### src/core/tec_pkg.sv
// Purpose: Shared constants and types for the three-axis encoder counter
// Assumes: Core clock of 40 MHz
// Notes: All dividers are derived from the core clock rate
package tec_pkg;
  localparam int CLK_HZ = 40_000_000;
  localparam int CNT_W = 24;
  localparam int NUM_AXES = 3;
  localparam int NUM_DIN = 5;
  localparam int NUM_SRC = 8;
  localparam int FLT_STAGES = 4;
  localparam int MULT_W = 8;
  localparam int TB_W = 22;
  localparam int FLT_W = 5;

  // Filter sampling rates
  localparam int FLT_HZ_8M = 8_000_000;
  localparam int FLT_HZ_4M = 4_000_000;
  localparam int FLT_HZ_2M = 2_000_000;
  localparam logic [FLT_W-1:0] FLT_DIV_8M = FLT_W'(CLK_HZ / FLT_HZ_8M);
  localparam logic [FLT_W-1:0] FLT_DIV_4M = FLT_W'(CLK_HZ / FLT_HZ_4M);
  localparam logic [FLT_W-1:0] FLT_DIV_2M = FLT_W'(CLK_HZ / FLT_HZ_2M);

  // Timer base rates
  localparam int TB_HZ_10 = 10;
  localparam int TB_HZ_1K = 1_000;
  localparam int TB_HZ_10K = 10_000;
  localparam int TB_DIV_10 = CLK_HZ / TB_HZ_10;
  localparam int TB_DIV_1K = CLK_HZ / TB_HZ_1K;
  localparam logic [TB_W-1:0] TB_DIV_10K = TB_W'(CLK_HZ / TB_HZ_10K);

  // Reset values and the counter limit
  localparam logic [CNT_W-1:0] CNT_RST = 24'h000000;
  localparam logic [CNT_W-1:0] CNT_MAX = 24'hffffff;
  localparam logic [MULT_W-1:0] MULT_MIN = 8'h01;

  // Interrupt source positions
  localparam int SRC_OVF0 = 0;
  localparam int SRC_IDX0 = 3;
  localparam int SRC_DIN = 6;
  localparam int SRC_SHARED = 7;
  localparam int DIN_SHARED = 1;

  typedef enum logic [1:0] {
    TEC_MODE_QUAD = 2'b00,
    TEC_MODE_PDIR = 2'b01,
    TEC_MODE_UPDN = 2'b10
  } tec_mode_t;

  typedef enum logic [1:0] {
    TEC_QUAD_X1 = 2'b00,
    TEC_QUAD_X2 = 2'b01,
    TEC_QUAD_X4 = 2'b10
  } tec_quad_t;

  typedef enum logic [1:0] {
    TEC_FLT_8M = 2'b00,
    TEC_FLT_4M = 2'b01,
    TEC_FLT_2M = 2'b10
  } tec_flt_t;

  typedef enum logic [1:0] {
    TEC_TB_10 = 2'b00,
    TEC_TB_1K = 2'b01,
    TEC_TB_10K = 2'b10
  } tec_tb_t;
endpackage

### src/core/tec_axis.sv
// Purpose: One encoder axis: input filter, decoder and 24-bit counter
// Assumes: smp_tick is a one-cycle pulse at the filter sampling rate
// Notes: Carry and borrow are combinational pulses for cascading
`timescale 1ns/1ps
module tec_axis (
  // Clock and reset
  input wire logic clk,
  input wire logic arst_n,
  // Sampling and control
  input wire logic smp_tick,
  input wire tec_pkg::tec_mode_t mode,
  input wire tec_pkg::tec_quad_t quad,
  input wire logic casc_en,
  input wire logic casc_up,
  input wire logic casc_dn,
  input wire logic clr,
  // Encoder pins: bit 0 phase A, bit 1 phase B, bit 2 index
  input wire logic [2:0] pins,
  // Results
  output logic [tec_pkg::CNT_W-1:0] count,
  output logic carry,
  output logic borrow,
  output logic idx_evt
);
  logic [2:0] s1;
  logic [2:0] s2;
  logic [2:0] s3;
  logic [2:0] held;
  logic [2:0] stg [tec_pkg::FLT_STAGES];
  logic [2:0] flt;
  logic [2:0] prev;
  logic [2:0] all_one;
  logic [2:0] all_zero;
  wire [2:0] agree = ~(s2 ^ s3);
  wire [2:0] chg = flt ^ prev;
  wire [2:0] rise = flt & ~prev;
  wire both = chg[0] & chg[1];
  wire q_up = flt[0] ^ prev[1];
  wire x4_step = (chg[0] | chg[1]) & ~both;
  wire x2_step = chg[0] & ~both;
  wire x1_step = rise[0] & ~chg[1];
  wire q_step = (quad == tec_pkg::TEC_QUAD_X4) ? x4_step :
                (quad == tec_pkg::TEC_QUAD_X2) ? x2_step : x1_step;
  // Decoder ignores the index so it works with or without one
  wire dec_up = (mode == tec_pkg::TEC_MODE_QUAD) ? (q_step & q_up) :
                (mode == tec_pkg::TEC_MODE_PDIR) ? (rise[0] & flt[1]) :
                (rise[0] & ~rise[1]);
  wire dec_dn = (mode == tec_pkg::TEC_MODE_QUAD) ? (q_step & ~q_up) :
                (mode == tec_pkg::TEC_MODE_PDIR) ? (rise[0] & ~flt[1]) :
                (rise[1] & ~rise[0]);
  wire inc = casc_en ? casc_up : dec_up;
  wire dec = casc_en ? casc_dn : dec_dn;

  always_comb begin
    all_one = 3'h7;
    all_zero = 3'h7;
    for (int i = 0; i < tec_pkg::FLT_STAGES; i++) begin
      all_one = all_one & stg[i];
      all_zero = all_zero & ~stg[i];
    end
  end

  // A clear or a cancelled step must not ripple into the next axis
  assign carry = inc & ~dec & ~clr & (count == tec_pkg::CNT_MAX);
  assign borrow = dec & ~inc & ~clr & (count == tec_pkg::CNT_RST);
  assign idx_evt = rise[2];

  always_ff @(posedge clk or negedge arst_n) begin
    if (!arst_n) begin
      s1 <= 3'h0;
      s2 <= 3'h0;
      s3 <= 3'h0;
      held <= 3'h0;
      flt <= 3'h0;
      prev <= 3'h0;
      for (int i = 0; i < tec_pkg::FLT_STAGES; i++) begin
        stg[i] <= 3'h0;
      end
    end else begin
      s1 <= pins;
      s2 <= s1;
      s3 <= s2;
      held <= (held & ~agree) | (s3 & agree);
      if (smp_tick) begin
        stg[0] <= held;
        for (int i = 1; i < tec_pkg::FLT_STAGES; i++) begin
          stg[i] <= stg[i-1];
        end
      end
      flt <= (flt | all_one) & ~all_zero;
      prev <= flt;
    end
  end

  always_ff @(posedge clk or negedge arst_n) begin
    if (!arst_n) begin
      count <= tec_pkg::CNT_RST;
    end else if (clr) begin
      count <= tec_pkg::CNT_RST;
    end else if (inc & ~dec) begin
      count <= count + 24'h000001;
    end else if (dec & ~inc) begin
      count <= count - 24'h000001;
    end
  end
endmodule // tec_axis

### src/core/tec_top.sv
// Purpose: Three-axis encoder counter with timer and interrupt selection
// Assumes: 40 MHz CORE_CLK; control ports are static or CORE_CLK-synchronous
// Notes: Interrupt outputs are one-cycle pulses, treat as rising-edge events
`timescale 1ns/1ps
module tec_top #(
  parameter int TB_DIV_10 = tec_pkg::TB_DIV_10,
  parameter int TB_DIV_1K = tec_pkg::TB_DIV_1K
) (
  // Clock and reset
  input wire logic CORE_CLK,
  input wire logic ARST_N,
  // Encoder pins, axis one first
  input wire logic AXIS_ONE_PHASE_A,
  input wire logic AXIS_ONE_PHASE_B,
  input wire logic AXIS_ONE_INDEX,
  input wire logic AXIS_TWO_PHASE_A,
  input wire logic AXIS_TWO_PHASE_B,
  input wire logic AXIS_TWO_INDEX,
  input wire logic AXIS_THREE_PHASE_A,
  input wire logic AXIS_THREE_PHASE_B,
  input wire logic AXIS_THREE_INDEX,
  // Digital inputs
  input wire logic [tec_pkg::NUM_DIN-1:0] DIGITAL_IN,
  // Axis configuration
  input wire tec_pkg::tec_mode_t AXIS_MODE [tec_pkg::NUM_AXES],
  input wire tec_pkg::tec_quad_t AXIS_QUAD [tec_pkg::NUM_AXES],
  input wire logic [tec_pkg::NUM_AXES-1:0] COUNT_CLEAR,
  input wire logic CASCADE_ONE_TWO,
  input wire logic CASCADE_TWO_THREE,
  input wire tec_pkg::tec_flt_t FILTER_RATE,
  // Timer and interrupt configuration
  input wire tec_pkg::tec_tb_t TIMER_BASE,
  input wire logic [tec_pkg::MULT_W-1:0] TIMER_MULT,
  input wire logic SHARED_SRC_TIMER,
  input wire logic IRQ_ENABLE,
  input wire logic [2:0] IRQ_SELECT,
  // Results
  output logic [tec_pkg::CNT_W-1:0] COUNT_ONE,
  output logic [tec_pkg::CNT_W-1:0] COUNT_TWO,
  output logic [tec_pkg::CNT_W-1:0] COUNT_THREE,
  output logic [tec_pkg::NUM_DIN-1:0] DIGITAL_LEVEL,
  output logic [tec_pkg::NUM_SRC-1:0] IRQ_SOURCE,
  output logic IRQ
);
  localparam logic [tec_pkg::TB_W-1:0] TB_D10 = tec_pkg::TB_W'(TB_DIV_10);
  localparam logic [tec_pkg::TB_W-1:0] TB_D1K = tec_pkg::TB_W'(TB_DIV_1K);

  logic [tec_pkg::FLT_W-1:0] flt_cnt;
  logic smp_tick;
  logic [tec_pkg::TB_W-1:0] tb_cnt;
  logic tb_tick;
  logic [tec_pkg::MULT_W-1:0] mult_cnt;
  logic tmr_evt;
  logic [tec_pkg::NUM_DIN-1:0] d1;
  logic [tec_pkg::NUM_DIN-1:0] d2;
  logic [tec_pkg::NUM_DIN-1:0] d3;
  logic [tec_pkg::NUM_DIN-1:0] din_prev;
  logic [tec_pkg::CNT_W-1:0] count [tec_pkg::NUM_AXES];
  logic [tec_pkg::NUM_AXES-1:0] carry;
  logic [tec_pkg::NUM_AXES-1:0] borrow;
  logic [tec_pkg::NUM_AXES-1:0] idx_evt;

  // Filter sample divider: a slower rate trades input bandwidth for immunity
  wire [tec_pkg::FLT_W-1:0] flt_div =
    (FILTER_RATE == tec_pkg::TEC_FLT_8M) ? tec_pkg::FLT_DIV_8M :
    (FILTER_RATE == tec_pkg::TEC_FLT_4M) ? tec_pkg::FLT_DIV_4M :
    tec_pkg::FLT_DIV_2M;
  wire flt_wrap = (flt_cnt >= flt_div - 5'h01);

  // Time base divider; a larger count than the new limit wraps at once
  wire [tec_pkg::TB_W-1:0] tb_div =
    (TIMER_BASE == tec_pkg::TEC_TB_10) ? TB_D10 :
    (TIMER_BASE == tec_pkg::TEC_TB_1K) ? TB_D1K :
    tec_pkg::TB_DIV_10K;
  wire tb_wrap = (tb_cnt >= tb_div - 22'h000001);

  // A multiplier of zero is treated as one
  wire [tec_pkg::MULT_W-1:0] mult_eff =
    (TIMER_MULT < tec_pkg::MULT_MIN) ? tec_pkg::MULT_MIN : TIMER_MULT;
  wire mult_done = (mult_cnt <= tec_pkg::MULT_MIN);

  // Digital input stability and edges
  wire [tec_pkg::NUM_DIN-1:0] d_agree = ~(d2 ^ d3);
  wire [tec_pkg::NUM_DIN-1:0] din_rise = DIGITAL_LEVEL & ~din_prev;
  wire din_other = |(din_rise &
    ~(5'h01 << tec_pkg::DIN_SHARED));

  // Request vector, one bit per controller input
  wire shared_src = SHARED_SRC_TIMER ? tmr_evt :
                    din_rise[tec_pkg::DIN_SHARED];
  wire [tec_pkg::NUM_SRC-1:0] next_source =
    {shared_src, din_other, idx_evt, carry | borrow};
  wire next_irq = IRQ_ENABLE & next_source[IRQ_SELECT];

  wire [2:0] pins [tec_pkg::NUM_AXES];
  wire [tec_pkg::NUM_AXES-1:0] casc_en;
  wire [tec_pkg::NUM_AXES-1:0] casc_up;
  wire [tec_pkg::NUM_AXES-1:0] casc_dn;
  assign pins[0] = {AXIS_ONE_INDEX, AXIS_ONE_PHASE_B, AXIS_ONE_PHASE_A};
  assign pins[1] = {AXIS_TWO_INDEX, AXIS_TWO_PHASE_B, AXIS_TWO_PHASE_A};
  assign pins[2] = {AXIS_THREE_INDEX, AXIS_THREE_PHASE_B,
                    AXIS_THREE_PHASE_A};
  assign casc_en = {CASCADE_TWO_THREE, CASCADE_ONE_TWO, 1'b0};
  assign casc_up = {carry[1:0], 1'b0};
  assign casc_dn = {borrow[1:0], 1'b0};

  for (genvar g = 0; g < tec_pkg::NUM_AXES; g++) begin : g_axis
    tec_axis u_axis (
      .clk(CORE_CLK),
      .arst_n(ARST_N),
      .smp_tick(smp_tick),
      .mode(AXIS_MODE[g]),
      .quad(AXIS_QUAD[g]),
      .casc_en(casc_en[g]),
      .casc_up(casc_up[g]),
      .casc_dn(casc_dn[g]),
      .clr(COUNT_CLEAR[g]),
      .pins(pins[g]),
      .count(count[g]),
      .carry(carry[g]),
      .borrow(borrow[g]),
      .idx_evt(idx_evt[g])
    );
  end

  assign COUNT_ONE = count[0];
  assign COUNT_TWO = count[1];
  assign COUNT_THREE = count[2];

  always_ff @(posedge CORE_CLK or negedge ARST_N) begin
    if (!ARST_N) begin
      flt_cnt <= 5'h00;
      smp_tick <= 1'b0;
    end else begin
      flt_cnt <= flt_wrap ? 5'h00 : flt_cnt + 5'h01;
      smp_tick <= flt_wrap;
    end
  end

  always_ff @(posedge CORE_CLK or negedge ARST_N) begin
    if (!ARST_N) begin
      tb_cnt <= 22'h000000;
      tb_tick <= 1'b0;
    end else begin
      tb_cnt <= tb_wrap ? 22'h000000 : tb_cnt + 22'h000001;
      tb_tick <= tb_wrap;
    end
  end

  always_ff @(posedge CORE_CLK or negedge ARST_N) begin
    if (!ARST_N) begin
      mult_cnt <= tec_pkg::MULT_MIN;
      tmr_evt <= 1'b0;
    end else begin
      tmr_evt <= tb_tick & mult_done;
      if (tb_tick) begin
        mult_cnt <= mult_done ? mult_eff : mult_cnt - 8'h01;
      end
    end
  end

  always_ff @(posedge CORE_CLK or negedge ARST_N) begin
    if (!ARST_N) begin
      d1 <= 5'h00;
      d2 <= 5'h00;
      d3 <= 5'h00;
      DIGITAL_LEVEL <= 5'h00;
      din_prev <= 5'h00;
    end else begin
      d1 <= DIGITAL_IN;
      d2 <= d1;
      d3 <= d2;
      DIGITAL_LEVEL <= (DIGITAL_LEVEL & ~d_agree) | (d3 & d_agree);
      din_prev <= DIGITAL_LEVEL;
    end
  end

  always_ff @(posedge CORE_CLK or negedge ARST_N) begin
    if (!ARST_N) begin
      IRQ_SOURCE <= 8'h00;
      IRQ <= 1'b0;
    end else begin
      IRQ_SOURCE <= next_source;
      IRQ <= next_irq;
    end
  end
endmodule // tec_top

### config.mk
export PLATFORM = sky130hd
export DESIGN_NAME = tec_top
export DESIGN_NICKNAME = d
export VERILOG_FILES = /design/src/core/tec_pkg.sv /design/src/core/tec_axis.sv /design/src/core/tec_top.sv
export SDC_FILE = /design/constraint.sdc
export NUM_CORES = 1
export LEC_CHECK = 0
export ABC_CLOCK_PERIOD_IN_PS = 11900
export BUFFER_PORTS_ARGS = -buffer_cell sky130_fd_sc_hd__buf_2
export CAP_MARGIN = 10
export CORE_ASPECT_RATIO = 1.25
export CORE_UTILIZATION = 35
export DETAILED_ROUTE_END_ITERATION = 16
export PLACE_DENSITY_LB_ADDON = 0.3
export SLEW_MARGIN = 10
export SYNTH_ARGS = -nofsm -noshare
export SYNTH_HDL_FRONTEND = slang
export SYNTH_SLANG_ARGS = --single-unit
### constraint.sdc
create_clock -name CORE_CLK -period 11.9 [get_ports CORE_CLK]
set_input_delay 0.595 -clock CORE_CLK [delete_from_list [all_inputs] [get_ports CORE_CLK]]
set_output_delay 0.595 -clock CORE_CLK [all_outputs]
set_load 0.01 [all_outputs]
# After elaboration in Yosys (flattened, before gate mapping)
# Index checks and enable logic that the tools add are counted.
# word_totals
regBits	234
in_bits	50
output_inout_bits	86
word_cells	288
# op_classes
n_addsub	11
order_cmp	5
eq_ne	14
n_mux	42
bitwise	158
n_reduce_logical	12
# ops
cell	count
$mux W24	9
$and A3 B3 Y3	30
$add A24 B1 Y24 const B	3
$eq A24 B24 Y1 const B	3
$logic_not A24 Y1	3
$not A3 Y3	24
$sub A24 B1 Y24 const B	3
$and A1 B1 Y1	50
$mux W22	2
$not A1 Y1	27
$mux W1	24
$add A22 B1 Y22 const B	1
$ge A22 B22 Y1	1
$sub A22 B1 Y22 const B	1
$or A3 B3 Y3	7
$eq A2 B1 Y1 const B	8
$mux W16	1
$mux W8	2
$and A5 B5 Y5	3
$mux W5	3
$not A5 Y5	3
$logic_not A2 Y1	5
$reduce_bool A3 Y1	3
$xor A3 B3 Y3	3
15 further kinds	23

# Longest topological paths before layout
# Gate-level depths: netlist (run 1).
# depth
depth_word	26
mapped_depth	21
ltp_nobuf	21

# By module
# From an unflattened synthesis (run 1), not the netlist that was laid out.
# unflattened
hier_cells	1441
hier_area_um2	14048.5
# modules_own_cells
mod	instances	cells_each	area_each_um2	seq_area_each_um2
tec_axis (g_axis[1].u_axis ...)	2	384	3552.2	1351.3
tec_axis (g_axis[0].u_axis)	1	364	3503.4	1351.3
tec_top	1	309	3440.8	1803.0

# Worst setup path before layout (run 1)
# OpenSTA, ideal clock, no wires.
# synth_timing
kind	flip-flop to flip-flop
from	register g_axis[0].u_axis.flt[0]
to	register g_axis[2].u_axis.count[23] (netlist name)
setup_time_ps	135
t_arrival_ps	4892
required_ps	11765
setup_slack_ps	6873
stages_incl_launch_ff	19
path_buffers	0
synth_period_minus_slack_ps	5027
path_cell_list	dfrtp_1 -> ha_1 -> inv_1 -> ha_1 -> o311ai_2 -> o32a_2 -> nor2_1 -> a21oi_4 -> inv_4 -> a31oi_4 -> ha_1 -> a21o_1 -> or3_1 -> o2111a_1 -> o31ai_1 -> a21oi_1 -> nor3_1 -> o21ai_0 -> nor3b_1
# synth_between
elab_chain_len	22
elab_cells_between_ends	50
cone_classes	mux: 12; bitwise: 37; reduce/logical: 1
# synth_lines
item	line_no	source
start: declaration	tec_axis.sv:30	logic [2:0] flt;
start signal: assignment	tec_axis.sv:90	flt <= (flt | all_one) & ~all_zero;
$xor A2 B2 Y2	tec_axis.sv:35	wire [2:0] chg = flt ^ prev;
$and A1 B1 Y1	tec_axis.sv:37	wire both = chg[0] & chg[1];
$not A1 Y1	tec_axis.sv:39, tec_axis.sv:40	
$and A1 B1 Y1	tec_axis.sv:40	wire x2_step = chg[0] & ~both;
$mux W1	tec_axis.sv:43	(quad == tec_pkg::TEC_QUAD_X2) ? x2_step : x1_step;
$mux W1	tec_axis.sv:42	wire q_step = (quad == tec_pkg::TEC_QUAD_X4) ? x4_step :
$and A1 B1 Y1	tec_axis.sv:48	wire dec_dn = (mode == tec_pkg::TEC_MODE_QUAD) ? (q_step & ~q_up) :
$mux W1	tec_axis.sv:48	
[4 not listed]	n/a	
$mux W1	tec_axis.sv:51	wire inc = casc_en ? casc_up : dec_up;
$not A1 Y1	tec_axis.sv:65	assign borrow = dec & ~inc & ~clr & (count == tec_pkg::CNT_RST);
$and A1 B1 Y1 (3 in series)	tec_axis.sv:65	
$mux W1	tec_axis.sv:52	wire dec = casc_en ? casc_dn : dec_dn;
$not A1 Y1	tec_axis.sv:100	end else if (inc & ~dec) begin
$and A1 B1 Y1	tec_axis.sv:100	
$mux W24	tec_axis.sv:100	
$mux W24	tec_axis.sv:98	end else if (clr) begin
end signal: assignment	tec_axis.sv:97	count <= tec_pkg::CNT_RST;
end signal: assignment	tec_axis.sv:99	count <= tec_pkg::CNT_RST;
end signal: assignment	tec_axis.sv:101	count <= count + 24'h000001;
end: declaration	tec_axis.sv:20	output logic [tec_pkg::CNT_W-1:0] count,
# Parallel ways exist; a longest one is shown, timed or not.
# A chain may end at the register's enable or synchronous reset.

# Worst setup path after layout (run 1)
# Same ends and word-level chain as after synthesis.

==> load_flow_metrics.sql, run 1 <==
INSERT INTO impl_metrics (metric_group, metric, value, unit) VALUES
('critical_path', 'critPathLaunchType', 'register', ''),
('synth', 'syn-num-nets', '1561', ''),
('timing', 'maxSlewViolCount', '0', ''),
('critical_path', 'critical_path.max_stage_delay', '750', 'ps'),
('synth', 'post_synth.cell_area_avg', '9.716', 'um2'),
('clocking', 'clock_latency', '540', 'ps'),
('floorplan', 'placementRows', '80', ''),
('global_route', 'largest_net_degree_at_the_start_of_global_routing', '109', ''),
('detailed_routing', 'drt_wl_total', '32.75', 'mm'),
('timing', 'max_slew.worst_pin.slew', '1017', 'ps'),
('cells_and_area', 'final_layout_size_suffix_gt1_share', '16.75', '%'),
('run_status', 'run_status', 'complete, no violations', ''),
('timing', 'layout_min_cycle_time', '6114', 'ps'),
('clocking', 'clock_tree.buffer_depth', '3', ''),
('critical_path', 'cpMostUsedCell', 'ha_1', ''),
('critical_path', 'crit_path_top_delay_cell', 'a31oi_4', ''),
('critical_path', 'regToRegStartpoint', 'g_axis[0].u_axis.flt[0]', ''),
('power_and_ir_drop', 'worst_ir_drop_vdd', '0.1251', 'mV'),
('clocking', 'cts.repair.resized', '0', ''),
('clocking', 'cts_max_level', '1', ''),
('hold_path', 'hp-class', 'input pin to asynchronous set/reset pin', ''),
('detailed_routing', 'drc', '0', ''),
('clocking', 'number_of_clock_buffers_inserted_by_tritoncts', '26', ''),
('place', 'post_dp_hpwl', '23.18', 'mm'),
('floorplan', 'core_area', '38340', 'um2'),
('clocking', 'cts_tree', 'yes', ''),
('global_route', 'grt.total_usage', '16.62', '%'),
('detailed_routing', 'drt_iter0_drc', '535', ''),
('job', 'cap_violations', '0', ''),
('clocking', 'clock-sinks', '234', ''),
('global_route', 'antenna_found_initial', '1', ''),
('synth', 'seq_area_frac_synth', '42.87', '%'),
('clocking', 'cts_root_buffer', 'clkbuf_16', ''),
('timing', 'setup_viol_count_final', '0', ''),
('clocking', 'post-cts-setup-buffers', '0', ''),
('synth', 'yosys_register_bits', '234', ''),
('synth', 'synth_ff_type', 'dfrtp_1', ''),
('critical_path', 'worstSetupEndpointType', 'register', ''),
('critical_path', 'cp_cell_sequence', 'ha_1 > inv_1 > ha_1 > o311ai_2 > o32a_2 > nor2_1 > a21oi_4 > inv_4 > a31oi_4 > ha_1 > a21o_1 > or3_1 > o2111a_1 > o31ai_1 > a21oi_1 > nor3_1 > o21ai_0 > nor3b_1', ''),
('critical_path', 'setup.worst_path.end', 'g_axis[2].u_axis.count[23]', ''),
('timing', 'tns', '0', 'ps'),
('synth', 'yosys_warnings', '0', ''),
('floorplan', 'chip_width', '178.7', 'um'),
('floorplan', 'die_area', '39830', 'um2'),
('floorplan', 'floorplan.initialDensity', '35.63', '%'),
('timing', 'fmax', '163.6', 'MHz'),
('detailed_routing', 'vias', '11000', ''),
('timing', 'final_min_period_over_clock_period', '51.38', '%'),
('floorplan', 'i_o_pin_cnt', '136', ''),
('timing', 'worst_clock_skew', '14.43', 'ps'),
('cells_and_area', 'mostFrequentLayoutCell', 'dfrtp_1', ''),
('global_route', 'grt_pass1_vias', '10950', ''),
('synth', 'netlist-cell-type-count', '89', ''),
('detailed_routing', 'post_drt_wl_per_cell', '15.96', 'um'),
('timing', 'hold_viol_final', '0', ''),
('critical_path', 'worstPathRequired', '12300', 'ps'),
('critical_path', 'ff2ff_setup_slack', '5790', 'ps'),
('detailed_routing', 'drt_first_pass_iters', '4', ''),
('synth', 'synth-edff-count', '0', ''),
('critical_path', 'timing.critical_path.depth', '18', ''),
('critical_path', 'worst-r2r-cell-count', '18', ''),
('detailed_routing', 'ant_nets', '0', ''),
('cells_and_area', 'stdcell_area', '15710', 'um2'),
('place', 'globalplace.congestion', '0.8966', ''),
('cells_and_area', 'final.fill_count', '3753', ''),
('cells_and_area', 'area_growth', '15.03', '%'),
('synth', 'synth-async-reset-ratio', '100.0', '%'),
('power_and_ir_drop', 'power_leakage', '7.171', 'nW'),
('place', 'dpl_cell_area', '14830', 'um2'),
('critical_path', 'path_class', 'register to register', ''),
('global_route', 'grt_first_pass_wirelength', '54.11', 'mm');
==> registers in the layout, summed over array words and instances, names as in the netlist, 5 cells and up, named ones only <==
signal	count
tb_cnt	22
g_axis.u_axis.s2	9
d3	5
flt_cnt	5
din_prev	5
mult_cnt	8
d1	5
d2	5
g_axis.u_axis.flt	9
g_axis.u_axis.s1	9
g_axis.u_axis.prev	9
IRQ_SOURCE	8
g_axis.u_axis.stg	36
g_axis.u_axis.s3	9
g_axis.u_axis.count	72
==> cell families after synthesis <==
family	share of synthesized area (%)
AOI/OAI and AO/OA	16.20
xor gates and xnor gates	4.488
adders and majority gates	10.81
buffers and inverters	3.087
DFF	42.87
muxes	3.829
other	0.02745
and+or+nand+nor	18.68
==> area by class of cell <==
type	count	area (um2)	share of cell area, %
clock inverters	11	110.1	0.7007
flip-flops and latches	234	5857	37.27
repair buffers	142	738.2	4.698
well taps	492	615.6	3.918
multi-input cells	1074	7387	47.01
inverters	61	231.5	1.473
diodes	2	5.005	0.03185
clock buffers	36	769.5	4.897
==> power by group <==
| part | internal [mW] | total (mW) | switching (mW) |
|---|---|---|---|
| sequential | 1.03 | 1.30 | 0.267 |
| combinational | 1.02 | 2.29 | 1.27 |
| clock | 0.493 | 0.829 | 0.336 |
==> Yosys cell counts (5+ instances only) <==
library cell,n,area (um2)
dfrtp_1,233,5831
nand2_1,131,491.7
nor2_1,118,442.9
a21oi_1,103,515.5
ha_1,102,1276
inv_1,58,217.7
nand3_1,47,235.2
o21ai_0,47,235.2
nor3_1,45,225.2
mux2_2,39,439.2
xnor2_1,37,324.1
xor2_1,33,289.0
nand4_1,30,187.7
clkbuf_1,25,93.84
or3_1,24,150.1
a21o_1,23,172.7
nor4_1,23,143.9
a31oi_1,21,131.4
o31ai_1,21,157.7
a211oi_1,16,120.1
maj3_1,14,140.1
nand2b_1,12,75.07
and2_1,11,68.82
o21a_1,11,82.58
or2_2,11,68.82
nor2b_1,10,62.56
nor3b_1,10,75.07
and3_1,9,56.30
nand3b_1,9,67.56
o21bai_1,7,52.55
buf_6,6,67.56
o211ai_1,6,45.04
or4_1,6,45.04
buf_2,5,25.02
mux2i_1,5,50.05
o2111ai_1,5,43.79
o41ai_1,5,43.79
==> worst min-delay path by stage <==
| stage | startpoint | cells after the start | to |
|---|---|---|---|
| 2_1_floorplan | ARST_N | 0 | IRQ |
| 3_3_place_gp | g_axis[0].u_axis.s1[0] | 0 | g_axis[0].u_axis.s2[0] |
| 3_5_place_dp | g_axis[1].u_axis.s1[1] | 0 | g_axis[1].u_axis.s2[1] |
| 4_1_cts | AXIS_ONE_PHASE_B | 1 | g_axis[0].u_axis.s1[1] |
| 5_1_grt | AXIS_ONE_PHASE_A | 1 | g_axis[0].u_axis.s1[0] |
| 6_report | ARST_N | 1 | asynchronous set/reset pin |
==> metrics by stage <==
stage / cells / hold WS [ps] / power [mW] / setup WS, ps / utilization (%)
after floorplan: 1406 / 299.4 / 3.028 / 6873 / -
after global placement: 2003 / 333.1 / 3.534 / 5982 / 38.68
after detailed placement: 2003 / 334.7 / 3.586 / 5774 / 38.68
after CTS: 2050 / 126.4 / 4.450 / 5767 / 40.98
after global routing: 2051 / 126.2 / 4.805 / 5423 / 40.98
final: 2052 / 117.8 / 4.411 / 5786 / 40.99
==> routing by layer <==
layer  routed length, um  up-vias  part of all wire [%]  global-route usage, %
met5                   0        -                     0                      0
met4                 953        0                   2.9                  6.014
met3                1334       56                   4.1                  2.267
met2               16240      230                    50                  29.43
met1               14220     5296                    43                  20.28
li1                    -     5413                     -                      -
Power figures use the tool's default switching activity.
==> run 2, diff against run 1 <==
--- a/config.mk
+++ b/config.mk
@@ -5,7 +5,8 @@
 export SDC_FILE = /design/constraint.sdc
 export NUM_CORES = 1
 export LEC_CHECK = 0
-export ABC_CLOCK_PERIOD_IN_PS = 11900
+export ABC_AREA = 1
+export ABC_CLOCK_PERIOD_IN_PS = 5400
 export BUFFER_PORTS_ARGS = -buffer_cell sky130_fd_sc_hd__buf_2
 export CAP_MARGIN = 10
 export CORE_ASPECT_RATIO = 1.25
==> constraint.sdc (replaced) <==
create_clock -name CORE_CLK -period 5.4 [get_ports CORE_CLK]
set_input_delay 0.27 -clock CORE_CLK [delete_from_list [all_inputs] [get_ports CORE_CLK]]
set_output_delay 0.27 -clock CORE_CLK [all_outputs]
set_load 0.01 [all_outputs]
==> run 2 against run 1 <==
Against the previous run:
- via count barely moved
- total power rose by 98%
- clock skew rose by 1.1 ps
- worst hold slack got worse by 28 ps
- clock power rose by 130%
- critical endpoint is now g_axis[2].u_axis.count[15]
- synthesized cell count rose by 12%
- maximum frequency rose by 39%
- worst setup slack got worse by 4800 ps
- highest routed layer unchanged
- final area fell by 0.51%
==> load_flow_metrics.sql, run 2 <==
INSERT INTO impl_metrics (metric_group, metric, value, unit) VALUES
('run_status', 'run_status', 'complete, no violations', ''),
('job', 'cap_violations', '0', ''),
('place', 'dpl_cell_area', '14460', 'um2'),
('global_route', 'grt_first_pass_wirelength', '51.46', 'mm'),
('synth', 'synth_ff_type', 'dfrtp_1', ''),
('timing', 'tns', '0', 'ps'),
('cells_and_area', 'final.fill_count', '3701', ''),
('place', 'globalplace.congestion', '0.8888', ''),
('clocking', 'clock_latency', '550', 'ps'),
('global_route', 'antenna_found_initial', '3', ''),
('power_and_ir_drop', 'sw_frac_of_total', '42.65', '%'),
('synth', 'synth-compound-area-share', '14.12', '%'),
('power_and_ir_drop', 'powerDensity', '558.6', 'nW/um2'),
('floorplan', 'placementRows', '79', ''),
('timing', 'hold_viol_final', '0', ''),
('critical_path', 'critPathLaunchType', 'register', ''),
('place', 'io_buffers', '135', ''),
('detailed_routing', 'drc', '0', ''),
('place', 'pre_cts_slack', '982.7', 'ps'),
('hold_path', 'hp-class', 'input pin to register', ''),
('power_and_ir_drop', 'p_switching', '3.724', 'mW'),
('global_route', 'gr-usage-met3', '2.200', '%'),
('detailed_routing', 'ant_nets', '0', ''),
('detailed_routing', 'drt_iter0_drc', '512', ''),
('synth', 'synth-async-reset-ratio', '100.0', '%'),
('floorplan', 'fp.dieH', '219.4', 'um'),
('cells_and_area', 'post-route-util', '41.95', '%'),
('critical_path', 'path_class', 'register to register', ''),
('synth', 'post_synth_fa_ha_maj_area_fraction', '11.15', '%'),
('timing', 'setup_viol_count_final', '0', ''),
('detailed_routing', 'dr_vias_cell', '4.875', ''),
('synth', 'syn-num-nets', '1734', ''),
('synth', 'synth.most_common_cell', 'nand2_1', ''),
('floorplan', 'die_area', '38610', 'um2'),
('synth', 'synth_xor_area_share', '4.102', '%'),
('cells_and_area', 'layout.cells.most_common_list', 'nand2_1, dfrtp_1, inv_1', ''),
('detailed_routing', 'drt_wl_total', '30.81', 'mm'),
('critical_path', 'crit_path_top_delay_cell', 'ha_1', ''),
('synth', 'yosys_register_bits', '234', ''),
('cells_and_area', 'stdcell_area', '15630', 'um2'),
('global_route', 'top_usage_layer', 'met2', ''),
('detailed_routing', 'vias', '10990', ''),
('clocking', 'number_of_clock_buffers_inserted_by_tritoncts', '27', ''),
('cells_and_area', 'final_layout_size_suffix_gt1_share', '12.46', '%'),
('cells_and_area', 'regMostFlops', 'g_axis.u_axis.count', ''),
('timing', 'postLayoutSetupSlackWorst', '1011', 'ps'),
('clocking', 'clock_tree.buffer_depth', '3', ''),
('power_and_ir_drop', 'power_report.internal_total', '5.009', 'mW'),
('power_and_ir_drop', 'clockPowerShare', '22.1', '%'),
('global_route', 'global_routing_met2_resource_utilization', '28.38', '%'),
('clocking', 'cts_tree', 'yes', ''),
('power_and_ir_drop', 'power_leakage', '7.632', 'nW'),
('synth', 'synthDominantCellAreaShare', '44.05', '%'),
('power_and_ir_drop', 'seqPwrFrac', '31.5', '%'),
('power_and_ir_drop', 'total_power', '8.733', 'mW'),
('clocking', 'cts.repair.resized', '0', ''),
('synth', 'synth_simple_gate_area_share', '20.23', '%'),
('synth', 'syn_area', '13240', 'um2'),
('cells_and_area', 'area_growth', '18.11', '%'),
('timing', 'fmax', '227.8', 'MHz'),
('synth', 'yosys_warnings', '0', ''),
('critical_path', 'worst-path-max-fanout', '26', ''),
('clocking', 'clock-sinks', '234', ''),
('power_and_ir_drop', 'power_frac_comb', '46.4', '%'),
('power_and_ir_drop', 'worst_ir_drop_vdd', '0.3385', 'mV'),
('synth', 'synth-edff-count', '0', ''),
('cells_and_area', 'reg.largest.list', 'g_axis.u_axis.count (72), g_axis.u_axis.stg (36), tb_cnt (22)', ''),
('critical_path', 'worstPathRequired', '5870', 'ps'),
('cells_and_area', 'mostFrequentLayoutCell', 'nand2_1', ''),
('floorplan', 'chip_width', '175.9', 'um'),
('clocking', 'cts_max_level', '1', ''),
('timing', 'unrepaired_setup_endpoints_after_global_routing', 'false', ''),
('timing', 'final_min_period_over_clock_period', '81.29', '%'),
('timing', 'maxSlewViolCount', '0', ''),
('synth', 'seq_area_frac_synth', '44.25', '%'),
('timing', 'worst_clock_skew', '15.56', 'ps'),
('floorplan', 'i_o_pin_cnt', '136', ''),
('global_route', 'grt.total_usage', '16.23', '%'),
('global_route', 'largest_net_degree_at_the_start_of_global_routing', '120', ''),
('synth', 'synth_area_leaders', 'dfrtp_1, ha_1, nand2_1, o21ai_0, inv_1', ''),
('critical_path', 'endpoint_arrival_time_on_the_critical_path', '4860', 'ps'),
('synth', 'synth_top_cell_by_area', 'dfrtp_1', ''),
('global_route', 'globalRouteMet1Util', '20.25', '%'),
('synth', 'netlist-cell-type-count', '53', ''),
('critical_path', 'worstSetupEndpointType', 'register', ''),
('cells_and_area', 'nNetsFinal', '1901', ''),
('timing', 'layout_min_cycle_time', '4389', 'ps'),
('synth', 'synthCells', '1579', ''),
('cells_and_area', 'max_reg_flops', '72', ''),
('timing', 'slew-limit-headroom', '33.79', '%'),
('floorplan', 'floorplan.initialDensity', '35.52', '%'),
('critical_path', 'critical_path.max_stage_delay', '530', 'ps'),
('critical_path', 'cp_cell_sequence', 'ha_1 > inv_1 > ha_1 > nand3_1 > nand2_1 > inv_1 > nand3_2 > nand2_4 > nand3_2 > nand2_4 > nand3_2 > nand2_4 > inv_1 > ha_1 > nand2_1 > o21ai_0 > a21oi_1 > nor2_1 > nor2_1 > o21ai_0 > a21oi_1 > xor2_1 > o21ai_0', ''),
('detailed_routing', 'drt_first_pass_iters', '5', ''),
('synth', 'post_synthesis_mux_area_share', '0', '%'),
('clocking', 'cts.clk_slew.worst_paths', '60', 'ps'),
('floorplan', 'core_area', '37260', 'um2'),
('timing', 'max_slew.worst_pin.slew', '993.2', 'ps'),
('global_route', 'global_route.overflow_total', '0', ''),
('detailed_routing', 'post_drt_wl_per_cell', '13.66', 'um'),
('global_route', 'grt_pass1_vias', '10780', ''),
('place', 'post_dp_hpwl', '22.73', 'mm'),
('synth', 'post_synth.cell_area_avg', '8.383', 'um2'),
('synth', 'synth_top_family_by_area', 'simple AND/OR/NAND/NOR gates', ''),
('synth', 'ys_top_cells_by_count', 'nand2_1, dfrtp_1, inv_1, o21ai_0, nor2_1', ''),
('clocking', 'cts_root_buffer', 'clkbuf_16', '');
run 2: cell type report:
| class | instances | area [um2] | area share (%) |
|---|---|---|---|
| Clock inverter | 18 | 222.7 | 1.425 |
| Inverter | 190 | 713.2 | 4.562 |
| Sequential cell | 234 | 5858 | 37.47 |
| Antenna cell | 3 | 7.507 | 0.04802 |
| Timing Repair Buffer | 158 | 923.4 | 5.906 |
| Tap cell | 486 | 608.1 | 3.890 |
| Multi-Input combinational cell | 1135 | 6570 | 42.02 |
| Clock buffer | 31 | 730.7 | 4.674 |
run 2: what timing repair did:
item,in CTS,in global routing
buffers inserted,0,0
endpoints found under the hold margin,134,0
hold buffers,21,0
run 2: cells by family after synthesis:
kind of cell | count (synthesis)
AO/OA/AOI/OAI | 340
other | 1
flip-flops | 234
XOR/XNOR | 62
buffers and inverters | 210
adder cells (fa/ha/maj) | 119
AND/OR/NAND/NOR | 613
run 2: power groups by stage:
stage          Combinational [mW]  Sequential [mW]  Clock (mW)
2_1_floorplan                3.00             2.71           0
3_3_place_gp                 3.97             2.77           0
3_5_place_dp                 4.03             2.78           0
4_1_cts                      4.06             2.75        2.01
5_1_grt                      4.66             2.83        2.07
6_report                     4.05             2.75        1.93
run 2: worst paths after layout:
| kind | startpoint | end | slack, ps | cells after the start |
|---|---|---|---|---|
| hold / removal | TIMER_MULT[5] | mult_cnt[0] | 90 | 6 |
| hold reg to reg | g_axis[1].u_axis.s1[2] | g_axis[1].u_axis.s2[2] | 350 | 0 |
| setup reg to reg | g_axis[0].u_axis.flt[0] | g_axis[2].u_axis.count[15] | 1010 | 23 |
| min in group asynchronous | ARST_N | flt_cnt[1] | 370 | 2 |
| setup / recovery | g_axis[0].u_axis.flt[0] | g_axis[2].u_axis.count[15] | 1010 | 23 |
| max in group asynchronous | ARST_N | g_axis[1].u_axis.count[2] | 3880 | 3 |
run 2: per-layer routing:
| metal | wire [um] | part of all wire, % |
|---|---|---|
| met1 | 14130 | 46 |
| met2 | 14730 | 48 |
| met3 | 1155 | 3.7 |
| met4 | 806 | 2.6 |
| met5 | 0 | 0 |
run 2: worst max-delay path: cells and delay by family, from the launching register on:
family	cells	cell delay, ps
adder cells (fa/ha/maj)	3	1080
buffers and inverters	3	490
AND/OR/NAND/NOR	11	1040
flip-flops	1	410
XOR/XNOR	1	150
AO/OA/AOI/OAI	5	1130
run 2: through the flow:
step                instances  hold slack [ps]
finish                   2255            89.49
global route             2255            82.47
CTS                      2252            43.91
detailed placement       2182            338.1
global placement         2182            332.3
floorplan                1579           -25.59
